`src/hw/supply_status_pkg.sv`:
```
/*
  Shared constants for the supply status bank: command codes, status bit
  positions, page codes, forced power-good codes and the readback period.
  Assumes a 250 MHz core clock.
*/
package supply_status_pkg;

  // Widths and channel count.
  localparam int MAX_CHANNELS = 16;
  localparam int CMD_W        = 8;
  localparam int DATA_W       = 16;
  localparam int BYTE_W       = 8;

  // Read command codes.
  localparam logic [7:0] CMD_SUMMARY_WORD  = 8'h79;
  localparam logic [7:0] CMD_VOUT_STATUS   = 8'h7A;
  localparam logic [7:0] CMD_TEMP_STATUS   = 8'h7D;
  localparam logic [7:0] CMD_COMM_STATUS   = 8'h7E;
  localparam logic [7:0] CMD_VENDOR_STATUS = 8'h80;
  localparam logic [7:0] CMD_MEASURED_VOUT = 8'h8B;

  // Page selecting the global view.
  localparam logic [7:0] PAGE_GLOBAL = 8'hFF;

  // Summary word bit positions.
  localparam int SW_VOUT_BIT   = 15;
  localparam int SW_VENDOR_BIT = 12;
  localparam int SW_PGLOST_BIT = 11;
  localparam int SW_MARGIN_BIT = 8;
  localparam int SW_OFF_BIT    = 6;
  localparam int SW_OV_BIT     = 5;
  localparam int SW_TEMP_BIT   = 2;
  localparam int SW_COMM_BIT   = 1;

  // Output-voltage status byte bit positions.
  localparam int VS_OVF_BIT = 7;
  localparam int VS_OVW_BIT = 6;
  localparam int VS_UVW_BIT = 5;
  localparam int VS_UVF_BIT = 4;
  localparam int VS_TON_BIT = 2;

  // Index of each flag in the five-bit latched output-voltage set.
  localparam int VF_OVF = 4;
  localparam int VF_OVW = 3;
  localparam int VF_UVW = 2;
  localparam int VF_UVF = 1;
  localparam int VF_TON = 0;
  localparam int VF_W   = 5;

  // Temperature and communication byte bit positions.
  localparam int TS_OTF_BIT  = 7;
  localparam int TS_OTW_BIT  = 6;
  localparam int CS_CMD_BIT  = 7;
  localparam int CS_DATA_BIT = 6;
  localparam int CS_FULL_BIT = 0;

  // Vendor byte bit positions, channel pages.
  localparam int VC_OFF_BIT    = 7;
  localparam int VC_MARGIN_BIT = 3;
  localparam int VC_PGLOST_BIT = 2;

  // Bits of the global vendor byte that pass through; bits 2 to 0 always read zero.
  localparam logic [7:0] GLOBAL_VENDOR_MASK = 8'hF8;

  // Forced power-good codes of the on threshold.
  localparam logic [15:0] PG_FORCE_BAD  = 16'h7FFF;
  localparam logic [15:0] PG_FORCE_GOOD = 16'h0000;

  // Readback refresh period.
  localparam int VOUT_REFRESH_MS  = 5;
  localparam int CORE_CLK_KHZ     = 250_000;
  localparam int VOUT_REFRESH_CYC = VOUT_REFRESH_MS * CORE_CLK_KHZ;

endpackage

```
`src/hw/chan_flag_if.sv`:
```
/*
  Per-channel sequencer flags passed from the channel tracker to the bank.
  Assumes one clock domain shared by both modules.
*/
interface chan_flag_if #(
  parameter int N = 16
);
  logic         clear;
  logic [N-1:0] off;
  logic [N-1:0] pg_lost;
  logic [N-1:0] margin;

  modport owner (input clear, output off, output pg_lost, output margin);
  modport user  (output clear, input off, input pg_lost, input margin);
endinterface

```
`src/hw/chan_flag_track.sv`:
```
/*
  Tracks the sequenced-off, power-good-lost and margin fault flags of each
  channel. Assumes threshold comparisons and sequencer state arrive as
  synchronous levels and that margin failures arrive as one-cycle pulses.
*/
module chan_flag_track
  import supply_status_pkg::*;
#(
  parameter int N = 16
) (
  // Clock, reset and enable.
  input  wire logic            clk_i,
  input  wire logic            rst_b_i,
  input  wire logic            ce_i,
  // Sequencer and comparator state.
  input  wire logic [N-1:0]    ch_enabled_i,
  input  wire logic [N-1:0]    supply_enable_out_i,
  input  wire logic [N-1:0]    above_on_i,
  input  wire logic [N-1:0]    below_off_i,
  input  wire logic [N*16-1:0] pg_on_thr_i,
  input  wire logic [N-1:0]    margin_fail_i,
  // Flags towards the bank.
  chan_flag_if.owner           flags
);

  typedef struct packed {
    logic [N-1:0] good;
    logic [N-1:0] margin;
  } track_s;

  track_s       s_r;
  track_s       s_nxt;
  logic [N-1:0] good_nxt;

  for (genvar ch = 0; ch < N; ch++) begin : g_ch
    logic [15:0] thr;
    assign thr = pg_on_thr_i[ch*16 +: 16];
    // Forced codes override the measured state.
    always_comb begin
      if (thr == PG_FORCE_GOOD) begin
        good_nxt[ch] = 1'b1;
      end else if (thr == PG_FORCE_BAD) begin
        good_nxt[ch] = 1'b0;
      end else if (above_on_i[ch]) begin
        good_nxt[ch] = 1'b1;
      end else if (below_off_i[ch]) begin
        good_nxt[ch] = 1'b0;
      end else begin
        good_nxt[ch] = s_r.good[ch];
      end
    end
  end

  always_comb begin
    s_nxt = s_r;
    if (ce_i) begin
      s_nxt.good   = good_nxt;
      s_nxt.margin = (s_r.margin & ~{N{flags.clear}}) | margin_fail_i;
    end
  end

  always_ff @(posedge clk_i) begin
    if (!rst_b_i) begin
      s_r <= '0;
    end else begin
      s_r <= s_nxt;
    end
  end

  assign flags.off     = ch_enabled_i & ~supply_enable_out_i;
  assign flags.pg_lost = ~s_r.good;
  assign flags.margin  = s_r.margin;

endmodule // chan_flag_track

```
`src/hw/supply_status_bank.sv`:
```
/*
  Status reporting bank of a multi-channel supply monitor: summary word,
  latched output-voltage, temperature and communication status, per-page
  vendor status and a periodically refreshed voltage readback.
  Assumes a command decoder delivers read, page and clear requests as
  one-cycle synchronous pulses, and that fault conditions arrive as levels.
*/
module supply_status_bank
  import supply_status_pkg::*;
#(
  parameter int N              = MAX_CHANNELS,
  parameter int REFRESH_CYCLES = VOUT_REFRESH_CYC
) (
  // Clock, reset and enable.
  input  wire logic                                CORE_CLK_I,
  input  wire logic                                RST_B_I,
  input  wire logic                                CE_I,
  // Host command port.
  input  wire logic                                CMD_RD_I,
  input  wire logic [supply_status_pkg::CMD_W-1:0] CMD_CODE_I,
  input  wire logic                                PAGE_WR_I,
  input  wire logic [supply_status_pkg::CMD_W-1:0] PAGE_I,
  input  wire logic                                CLEAR_FAULTS_I,
  input  wire logic                                COMM_ERR_I,
  input  wire logic                                DATA_ERR_I,
  output logic      [supply_status_pkg::DATA_W-1:0] RD_DATA_O,
  output logic                                     RD_VALID_O,
  // Output-voltage conditions per channel.
  input  wire logic [N-1:0]                        OV_FAULT_I,
  input  wire logic [N-1:0]                        OV_WARN_I,
  input  wire logic [N-1:0]                        UV_WARN_I,
  input  wire logic [N-1:0]                        UV_FAULT_I,
  input  wire logic [N-1:0]                        TON_MAX_I,
  // Temperature conditions.
  input  wire logic                                OT_FAULT_I,
  input  wire logic                                OT_WARN_I,
  // Event record state.
  input  wire logic                                RECORD_FULL_I,
  input  wire logic                                RECORD_WRAP_EN_I,
  input  wire logic                                RECORD_OVERWRITING_I,
  // Sequencer and comparator state.
  input  wire logic [N-1:0]                        CH_ENABLED_I,
  input  wire logic [N-1:0]                        SUPPLY_ENABLE_OUT_I,
  input  wire logic [N-1:0]                        ABOVE_ON_I,
  input  wire logic [N-1:0]                        BELOW_OFF_I,
  input  wire logic [N*16-1:0]                     PG_ON_THR_I,
  input  wire logic [N-1:0]                        MARGIN_FAIL_I,
  input  wire logic [supply_status_pkg::BYTE_W-1:0] GLOBAL_VENDOR_I,
  // Measured voltages.
  input  wire logic [N*16-1:0]                     MEAS_VOUT_I,
  // Status outputs.
  output logic      [supply_status_pkg::DATA_W-1:0] STATUS_WORD_O,
  output logic                                     ALERT_REQ_O
);

  import supply_status_pkg::*;

  localparam int CW  = $clog2(REFRESH_CYCLES + 1);
  localparam int CHW = $clog2(MAX_CHANNELS);

  if (N < 1 || N > MAX_CHANNELS) begin : g_bad_n
    $error("Channel count must lie between 1 and 16.");
  end
  if (REFRESH_CYCLES < 1) begin : g_bad_refresh
    $error("Refresh period must be at least one cycle.");
  end

  typedef struct packed {
    logic [N-1:0][VF_W-1:0] vout;
    logic [1:0]             temp;
    logic [1:0]             comm;
    logic [7:0]             page;
    logic [15:0]            word;
    logic [15:0]            rd_data;
    logic                   rd_valid;
    logic                   alert;
    logic [CW-1:0]          tick_cnt;
    logic [N-1:0][15:0]     meas;
  } bank_s;

  bank_s            s_r;
  bank_s            s_nxt;
  logic [N-1:0]     any_vout;
  logic [N-1:0]     any_ov;
  logic             log_full;
  logic             page_ok;
  logic             chan_sel;
  logic [CHW-1:0]   idx;
  logic [15:0]      rd_mux;
  logic [15:0]      word_nxt;

  chan_flag_if #(.N(N)) chf ();

  chan_flag_track #(.N(N)) u_track (
    .clk_i               (CORE_CLK_I),
    .rst_b_i             (RST_B_I),
    .ce_i                (CE_I),
    .ch_enabled_i        (CH_ENABLED_I),
    .supply_enable_out_i (SUPPLY_ENABLE_OUT_I),
    .above_on_i          (ABOVE_ON_I),
    .below_off_i         (BELOW_OFF_I),
    .pg_on_thr_i         (PG_ON_THR_I),
    .margin_fail_i       (MARGIN_FAIL_I),
    .flags               (chf.owner)
  );

  assign chf.clear = CLEAR_FAULTS_I;

  // Known read commands of this bank.
  function automatic logic cmd_known(input logic [7:0] code);
    case (code)
      CMD_SUMMARY_WORD, CMD_VOUT_STATUS, CMD_TEMP_STATUS,
      CMD_COMM_STATUS, CMD_VENDOR_STATUS, CMD_MEASURED_VOUT: cmd_known = 1'b1;
      default: cmd_known = 1'b0;
    endcase
  endfunction

  // Places the five latched flags at their byte positions.
  function automatic logic [7:0] vout_byte(input logic [VF_W-1:0] f);
    logic [7:0] b;
    b             = 8'h00;
    b[VS_OVF_BIT] = f[VF_OVF];
    b[VS_OVW_BIT] = f[VF_OVW];
    b[VS_UVW_BIT] = f[VF_UVW];
    b[VS_UVF_BIT] = f[VF_UVF];
    b[VS_TON_BIT] = f[VF_TON];
    return b;
  endfunction

  for (genvar ch = 0; ch < N; ch++) begin : g_any
    assign any_vout[ch] = |s_r.vout[ch];
    assign any_ov[ch]   = s_r.vout[ch][VF_OVF];
  end

  assign log_full = RECORD_FULL_I & ~(RECORD_WRAP_EN_I & RECORD_OVERWRITING_I);
  assign page_ok  = (PAGE_I < 8'(N)) || (PAGE_I == PAGE_GLOBAL);
  assign chan_sel = s_r.page < 8'(N);
  assign idx      = s_r.page[CHW-1:0];

  // Summary word, unused positions stay zero.
  always_comb begin
    word_nxt                = 16'h0000;
    word_nxt[SW_VOUT_BIT]   = |any_vout;
    word_nxt[SW_VENDOR_BIT] = |(GLOBAL_VENDOR_I & GLOBAL_VENDOR_MASK);
    word_nxt[SW_PGLOST_BIT] = |chf.pg_lost;
    word_nxt[SW_MARGIN_BIT] = |chf.margin;
    word_nxt[SW_OFF_BIT]    = |chf.off;
    word_nxt[SW_OV_BIT]     = |any_ov;
    word_nxt[SW_TEMP_BIT]   = |s_r.temp;
    word_nxt[SW_COMM_BIT]   = |s_r.comm | log_full;
  end

  // Read answer for the currently selected page.
  always_comb begin
    rd_mux = 16'h0000;
    case (CMD_CODE_I)
      CMD_SUMMARY_WORD: begin
        rd_mux = s_r.word;
      end
      CMD_VOUT_STATUS: begin
        if (chan_sel) begin
          rd_mux[7:0] = vout_byte(s_r.vout[idx]);
        end
      end
      CMD_TEMP_STATUS: begin
        rd_mux[TS_OTF_BIT] = s_r.temp[1];
        rd_mux[TS_OTW_BIT] = s_r.temp[0];
      end
      CMD_COMM_STATUS: begin
        rd_mux[CS_CMD_BIT]  = s_r.comm[1];
        rd_mux[CS_DATA_BIT] = s_r.comm[0];
        rd_mux[CS_FULL_BIT] = log_full;
      end
      CMD_VENDOR_STATUS: begin
        if (chan_sel) begin
          rd_mux[VC_OFF_BIT]    = chf.off[idx];
          rd_mux[VC_MARGIN_BIT] = chf.margin[idx];
          rd_mux[VC_PGLOST_BIT] = chf.pg_lost[idx];
        end else if (s_r.page == PAGE_GLOBAL) begin
          rd_mux[7:0] = GLOBAL_VENDOR_I & GLOBAL_VENDOR_MASK;
        end
      end
      CMD_MEASURED_VOUT: begin
        if (chan_sel) begin
          rd_mux = s_r.meas[idx];
        end
      end
      default: begin
        rd_mux = 16'h0000;
      end
    endcase
  end

  always_comb begin
    logic             clr;
    logic [VF_W-1:0]  cond;
    logic [1:0]       comm_evt;
    logic             fresh;
    clr      = CLEAR_FAULTS_I;
    cond     = '0;
    comm_evt = '0;
    fresh    = 1'b0;
    s_nxt    = s_r;
    if (CE_I) begin
      s_nxt.rd_valid = 1'b0;
      // Set wins over a clear in the same cycle.
      for (int ch = 0; ch < N; ch++) begin
        cond         = '0;
        cond[VF_OVF] = OV_FAULT_I[ch];
        cond[VF_OVW] = OV_WARN_I[ch];
        cond[VF_UVW] = UV_WARN_I[ch];
        cond[VF_UVF] = UV_FAULT_I[ch];
        cond[VF_TON] = TON_MAX_I[ch];
        s_nxt.vout[ch] = (s_r.vout[ch] & ~{VF_W{clr}}) | cond;
        fresh = fresh | (|(cond & ~s_r.vout[ch]));
      end
      s_nxt.temp = (s_r.temp & ~{2{clr}}) | {OT_FAULT_I, OT_WARN_I};
      comm_evt[1] = COMM_ERR_I | (CMD_RD_I & ~cmd_known(CMD_CODE_I));
      comm_evt[0] = DATA_ERR_I | (PAGE_WR_I & ~page_ok);
      s_nxt.comm  = (s_r.comm & ~{2{clr}}) | comm_evt;
      fresh = fresh | (|({OT_FAULT_I, OT_WARN_I} & ~s_r.temp));
      fresh = fresh | (|(comm_evt & ~s_r.comm));
      fresh = fresh | (|(MARGIN_FAIL_I & ~chf.margin));
      s_nxt.alert = fresh;
      if (PAGE_WR_I && page_ok) begin
        s_nxt.page = PAGE_I;
      end
      s_nxt.word = word_nxt;
      if (s_r.tick_cnt == CW'(REFRESH_CYCLES - 1)) begin
        s_nxt.tick_cnt = '0;
        s_nxt.meas     = MEAS_VOUT_I;
      end else begin
        s_nxt.tick_cnt = s_r.tick_cnt + CW'(1);
      end
      if (CMD_RD_I) begin
        s_nxt.rd_valid = 1'b1;
        s_nxt.rd_data  = rd_mux;
      end
    end
  end

  always_ff @(posedge CORE_CLK_I) begin
    if (!RST_B_I) begin
      s_r <= '0;
    end else begin
      s_r <= s_nxt;
    end
  end

  assign RD_DATA_O     = s_r.rd_data;
  assign RD_VALID_O    = s_r.rd_valid;
  assign STATUS_WORD_O = s_r.word;
  assign ALERT_REQ_O   = s_r.alert;
endmodule // supply_status_bank

```
`config.mk`:
```
export PLATFORM = sky130hd
export DESIGN_NAME = supply_status_bank
export DESIGN_NICKNAME = d
export VERILOG_FILES = /design/src/hw/supply_status_pkg.sv /design/src/hw/chan_flag_if.sv /design/src/hw/chan_flag_track.sv /design/src/hw/supply_status_bank.sv
export SDC_FILE = /design/constraint.sdc
export NUM_CORES = 1
export LEC_CHECK = 0
export BUFFER_PORTS_ARGS = -buffer_cell sky130_fd_sc_hd__buf_2
export CAP_MARGIN = 10
export CORE_AREA = 3 3 287 289
export DETAILED_ROUTE_END_ITERATION = 16
export DIE_AREA = 0 0 290 292
export HOLD_SLACK_MARGIN = 0.1
export SYNTH_ARGS = -nofsm -noshare
export SYNTH_HDL_FRONTEND = slang
export SYNTH_SLANG_ARGS = --single-unit
```
`constraint.sdc`:
```
create_clock -name CORE_CLK_I -period 2.2 [get_ports CORE_CLK_I]
set_input_delay 0.22 -clock CORE_CLK_I [delete_from_list [all_inputs] [get_ports CORE_CLK_I]]
set_output_delay 0.22 -clock CORE_CLK_I [all_outputs]
set_load 0.1 [all_outputs]
```
==> results.py <==
metrics = {
    "sta": {
        "grt_setup_unrepaired": "true",
        "tightest_slew_ns": 0.717,
        "max_freq_ghz": 0.475,
        "final-setup-viol-count": 0,
        "fin_crit_sh_pct": 95.7,
        "slew_violations": 0,
        "skew_ns": 0.0284,
        "slew_headroom_pct": 51.7,
        "hold_viol": 0,
        "layout_min_cycle_time_ns": 2.11,
    },
    "routing": {
        "wirelength_mm": 105,
        "post_drt_via_cell_ratio": 5.03,
        "ant_nets": 0,
        "avgRoutedWirePerCell_um": 22.3,
        "drt_pass1_iterations": 5,
        "drtIter0Drc": 1775,
        "num_vias": 23600,
        "drc_errors": 0,
    },
    "critical_path": {
        "crit_chain": "buf_12, buf_4, mux4_2, mux2i_2, a211oi_1, a211oi_1, o21ai_0",
        "setup.worst_path.end_class": "register",
        "crit_family": "multiplexers",
        "critPathLaunchType": "register",
        "slowest_stage": "mux4_2",
        "critical_path_buf_inv_count": 2,
        "cp.required_ns": 2.69,
        "critPathKind": "register to register",
        "path_common_cell": "a211oi_1",
        "arrival_ns": 2.59,
        "crit_path_max_fanout": 11,
        "crit_path_max_incr_delay_ns": 0.51,
    },
    "worst_hold_path": {
        "min_path_type": "input port to register",
    },
    "grt": {
        "grt_overflow_total": 0,
        "grt_max_degree": 161,
        "grtUsageTotal_pct": 23.4,
        "antenna_found_initial": 25,
        "grt_pass1_vias": 23500,
        "grt_pass1_wl_mm": 151,
    },
    "die": {
        "ios": 743,
        "die_y_um": 292,
        "num_rows": 104,
        "die_x_um": 290,
        "start_util_pct": 27.0,
        "fp.coreArea_um2": 80200,
        "design.die.area_um2": 84700,
    },
    "pwr": {
        "switching_power_mw": 5.16,
        "p_total_mw": 19.6,
        "p_comb_share_pct": 13.9,
        "power.internal_mw": 14.5,
        "pwr-share-seq_pct": 41.3,
        "peakVddDrop_mv": 0.520,
        "clkPwrFrac_pct": 44.8,
        "p_leak_nw": 12.7,
        "p_per_area_nw_per_um2": 595,
        "swShare_pct": 26.2,
    },
    "cells_and_area": {
        "area_growth_pct": 52.5,
        "mostFrequentLayoutCell": "buf_2",
        "utilization_pct": 41.2,
        "drive_above_1_share_pct": 30.0,
        "final_cell_mix": "buf_2 (729), nand2_1 (544), dfxtp_1 (417), dlygate4sd3_1 (404), a21boi_0 (229)",
        "fin_nets": 4291,
        "fillers": 7844,
    },
    "yosys": {
        "async_flop_share_pct": 0,
        "synth_top_area_share_pct": 39.5,
        "yosysSeqAreaShare_pct": 39.5,
        "synthFlopType": "dfxtp_1",
        "netlist_area_um2": 21600,
        "ys_seq_elements": 427,
        "yosys_warnings": 0,
        "yosysTopAreaCell": "dfxtp_1",
        "yosysUniqueCellTypes": 58,
        "syn_area_per_cell_um2": 8.79,
        "synth_edf_count": 0,
        "postSynthCellCount": 2460,
        "synth_area_leaders": "dfxtp_1 (40%), mux4_2 (11%), nand2_1 (9.5%)",
    },
    "clock_tree": {
        "cts_sinks": 427,
        "clk_pin_slew_ns": 0.06,
        "cts_inserted_buffers": 51,
        "clockBufferDepth": 3,
        "clock_latency_ns": 0.61,
        "cts.htree.levels": 2,
        "cts_tree": "yes",
        "clock-root-buffer": "clkbuf_16",
    },
    "place": {
        "dpl.hpwl_mm": 78.6,
        "io_buffers": 731,
        "gp_congestion": 0.922,
    },
    "run": {
        "cap_violations": 0,
    },
    "status": {
        "status": "completed",
    },
}
[area by class of cell]
| type | count | area (um^2) | share of cell area (%) |
|---|---|---|---|
| multi-input combinational | 1729 | 11800 | 35.8 |
| timing repair buffer | 1261 | 9100 | 27.6 |
| sequential | 427 | 8570 | 26.0 |
| clock buffer | 66 | 1410 | 4.29 |
| tap | 1060 | 1330 | 4.02 |
| inverter | 111 | 417 | 1.26 |
| clock inverter | 28 | 324 | 0.982 |
| antenna | 15 | 37.5 | 0.114 |
[power by group through the flow]
stage               registers (mW)  logic, mW  clock network (mW)
finish                        8.11       2.74                8.80
global route                  8.11       2.92                9.31
CTS                           8.10       2.68                9.02
detailed placement            8.27       2.07                   0
global placement              8.27       2.07                   0
floorplan                     8.18      0.926                   0
[timing repair]
action,CTS,global route
setup endpoints to repair,199,266
hold buffers,404,0
endpoints found under the hold margin,397,0
gates resized for setup,3,42
cloned,0,2
pin swaps,1,2
buffers inserted,2,14
[synth_stat cells (all sizes together) (3+ instances only)]
cell type  instances
mux4             104
a221oi             3
or2                3
nand4b            16
or4                3
mux2i             28
a211oi            11
and3               4
nor3b              3
dfxtp            427
a31oi              4
nand4             83
xor2              12
a21oi             15
nand2b            18
o22ai             39
xnor2              6
nor2              36
a32oi              3
nor3              17
inv              111
a22oi            122
nor4             121
a21boi           258
or3                4
o2111ai            7
o211ai             3
o21ai             59
clkbuf            92
mux2               3
nand3             20
nand2            545
buf              108
nor2b            147
[worst paths after layout]
path         cells after the start            start  slack [ns]         endpoint
max                              7           idx[1]        0.09     RD_DATA_O[3]
max reg2reg                      7           idx[1]        0.09     RD_DATA_O[3]
min                              4  BELOW_OFF_I[10]        0.15  u_track.s_r[26]
min reg2reg                      2    RD_DATA_O[14]        0.45    RD_DATA_O[14]
[layer usage]
metal  part of all wire [%]  wire length (um)  global-route usage (%)  vias up
met4                    3.1              3190                    7.09       12
met5                  0.076                80                       0        -
li1                       -                 -                       -    11100
met3                    6.5              6770                    4.19      166
met1                     40             42300                    28.6    11400
met2                     50             52200                    41.8     1008
[logic make-up (layout without fill, tap and decap cells)]
| family | Yosys count | after routing | share of synthesized area [%] |
|---|---|---|---|
| buf+inv | 311 | 1466 | 6.45 |
| mux | 135 | 135 | 12.3 |
| simple gates | 1031 | 1031 | 23.3 |
| flops | 427 | 427 | 39.5 |
| other cells | 1 | 23 | 0.0173 |
| fa+ha+maj | 1 | 1 | 0.0578 |
| xor+xnor | 18 | 18 | 0.729 |
| compound gates | 536 | 536 | 17.7 |
[per-stage QoR]
step / hold WS, ns / instances / worst slack (ns) / cell area [um^2] / setup TNS (ns)
floorplan: 0.355 / 2467 / 0.109 / 21700 / 0
global placement: 0.436 / 4166 / -0.183 / 26900 / -19.84
detailed placement: 0.442 / 4166 / -0.194 / 26900 / -22.50
CTS: 0.102 / 4666 / 0.000413 / 32700 / 0
global route: 0.138 / 4692 / 0.00270 / 33000 / 0
finish: 0.154 / 4697 / 0.0945 / 33000 / 0
[worst reg2reg max path: cells and delay by family, from the launching register on]
family                 cells  cell delay, ns
AOI/OAI and AO/OA          3            0.45
buffers and inverters      2            0.37
DFF                        1            0.41
muxes                      2            0.78
[sequential cells by signal, indices dropped and copies added, names as in the netlist]
| register | count |
|---|---|
| ALERT_REQ_O | 1 |
| RD_DATA_O | 16 |
| RD_VALID_O | 1 |
| STATUS_WORD_O | 8 |
| any_ov | 16 |
| idx | 4 |
| s_r | 349 |
| u_track.flags.margin | 16 |
| u_track.s_r | 16 |
Note: power is estimated with default switching activity, not from simulation.
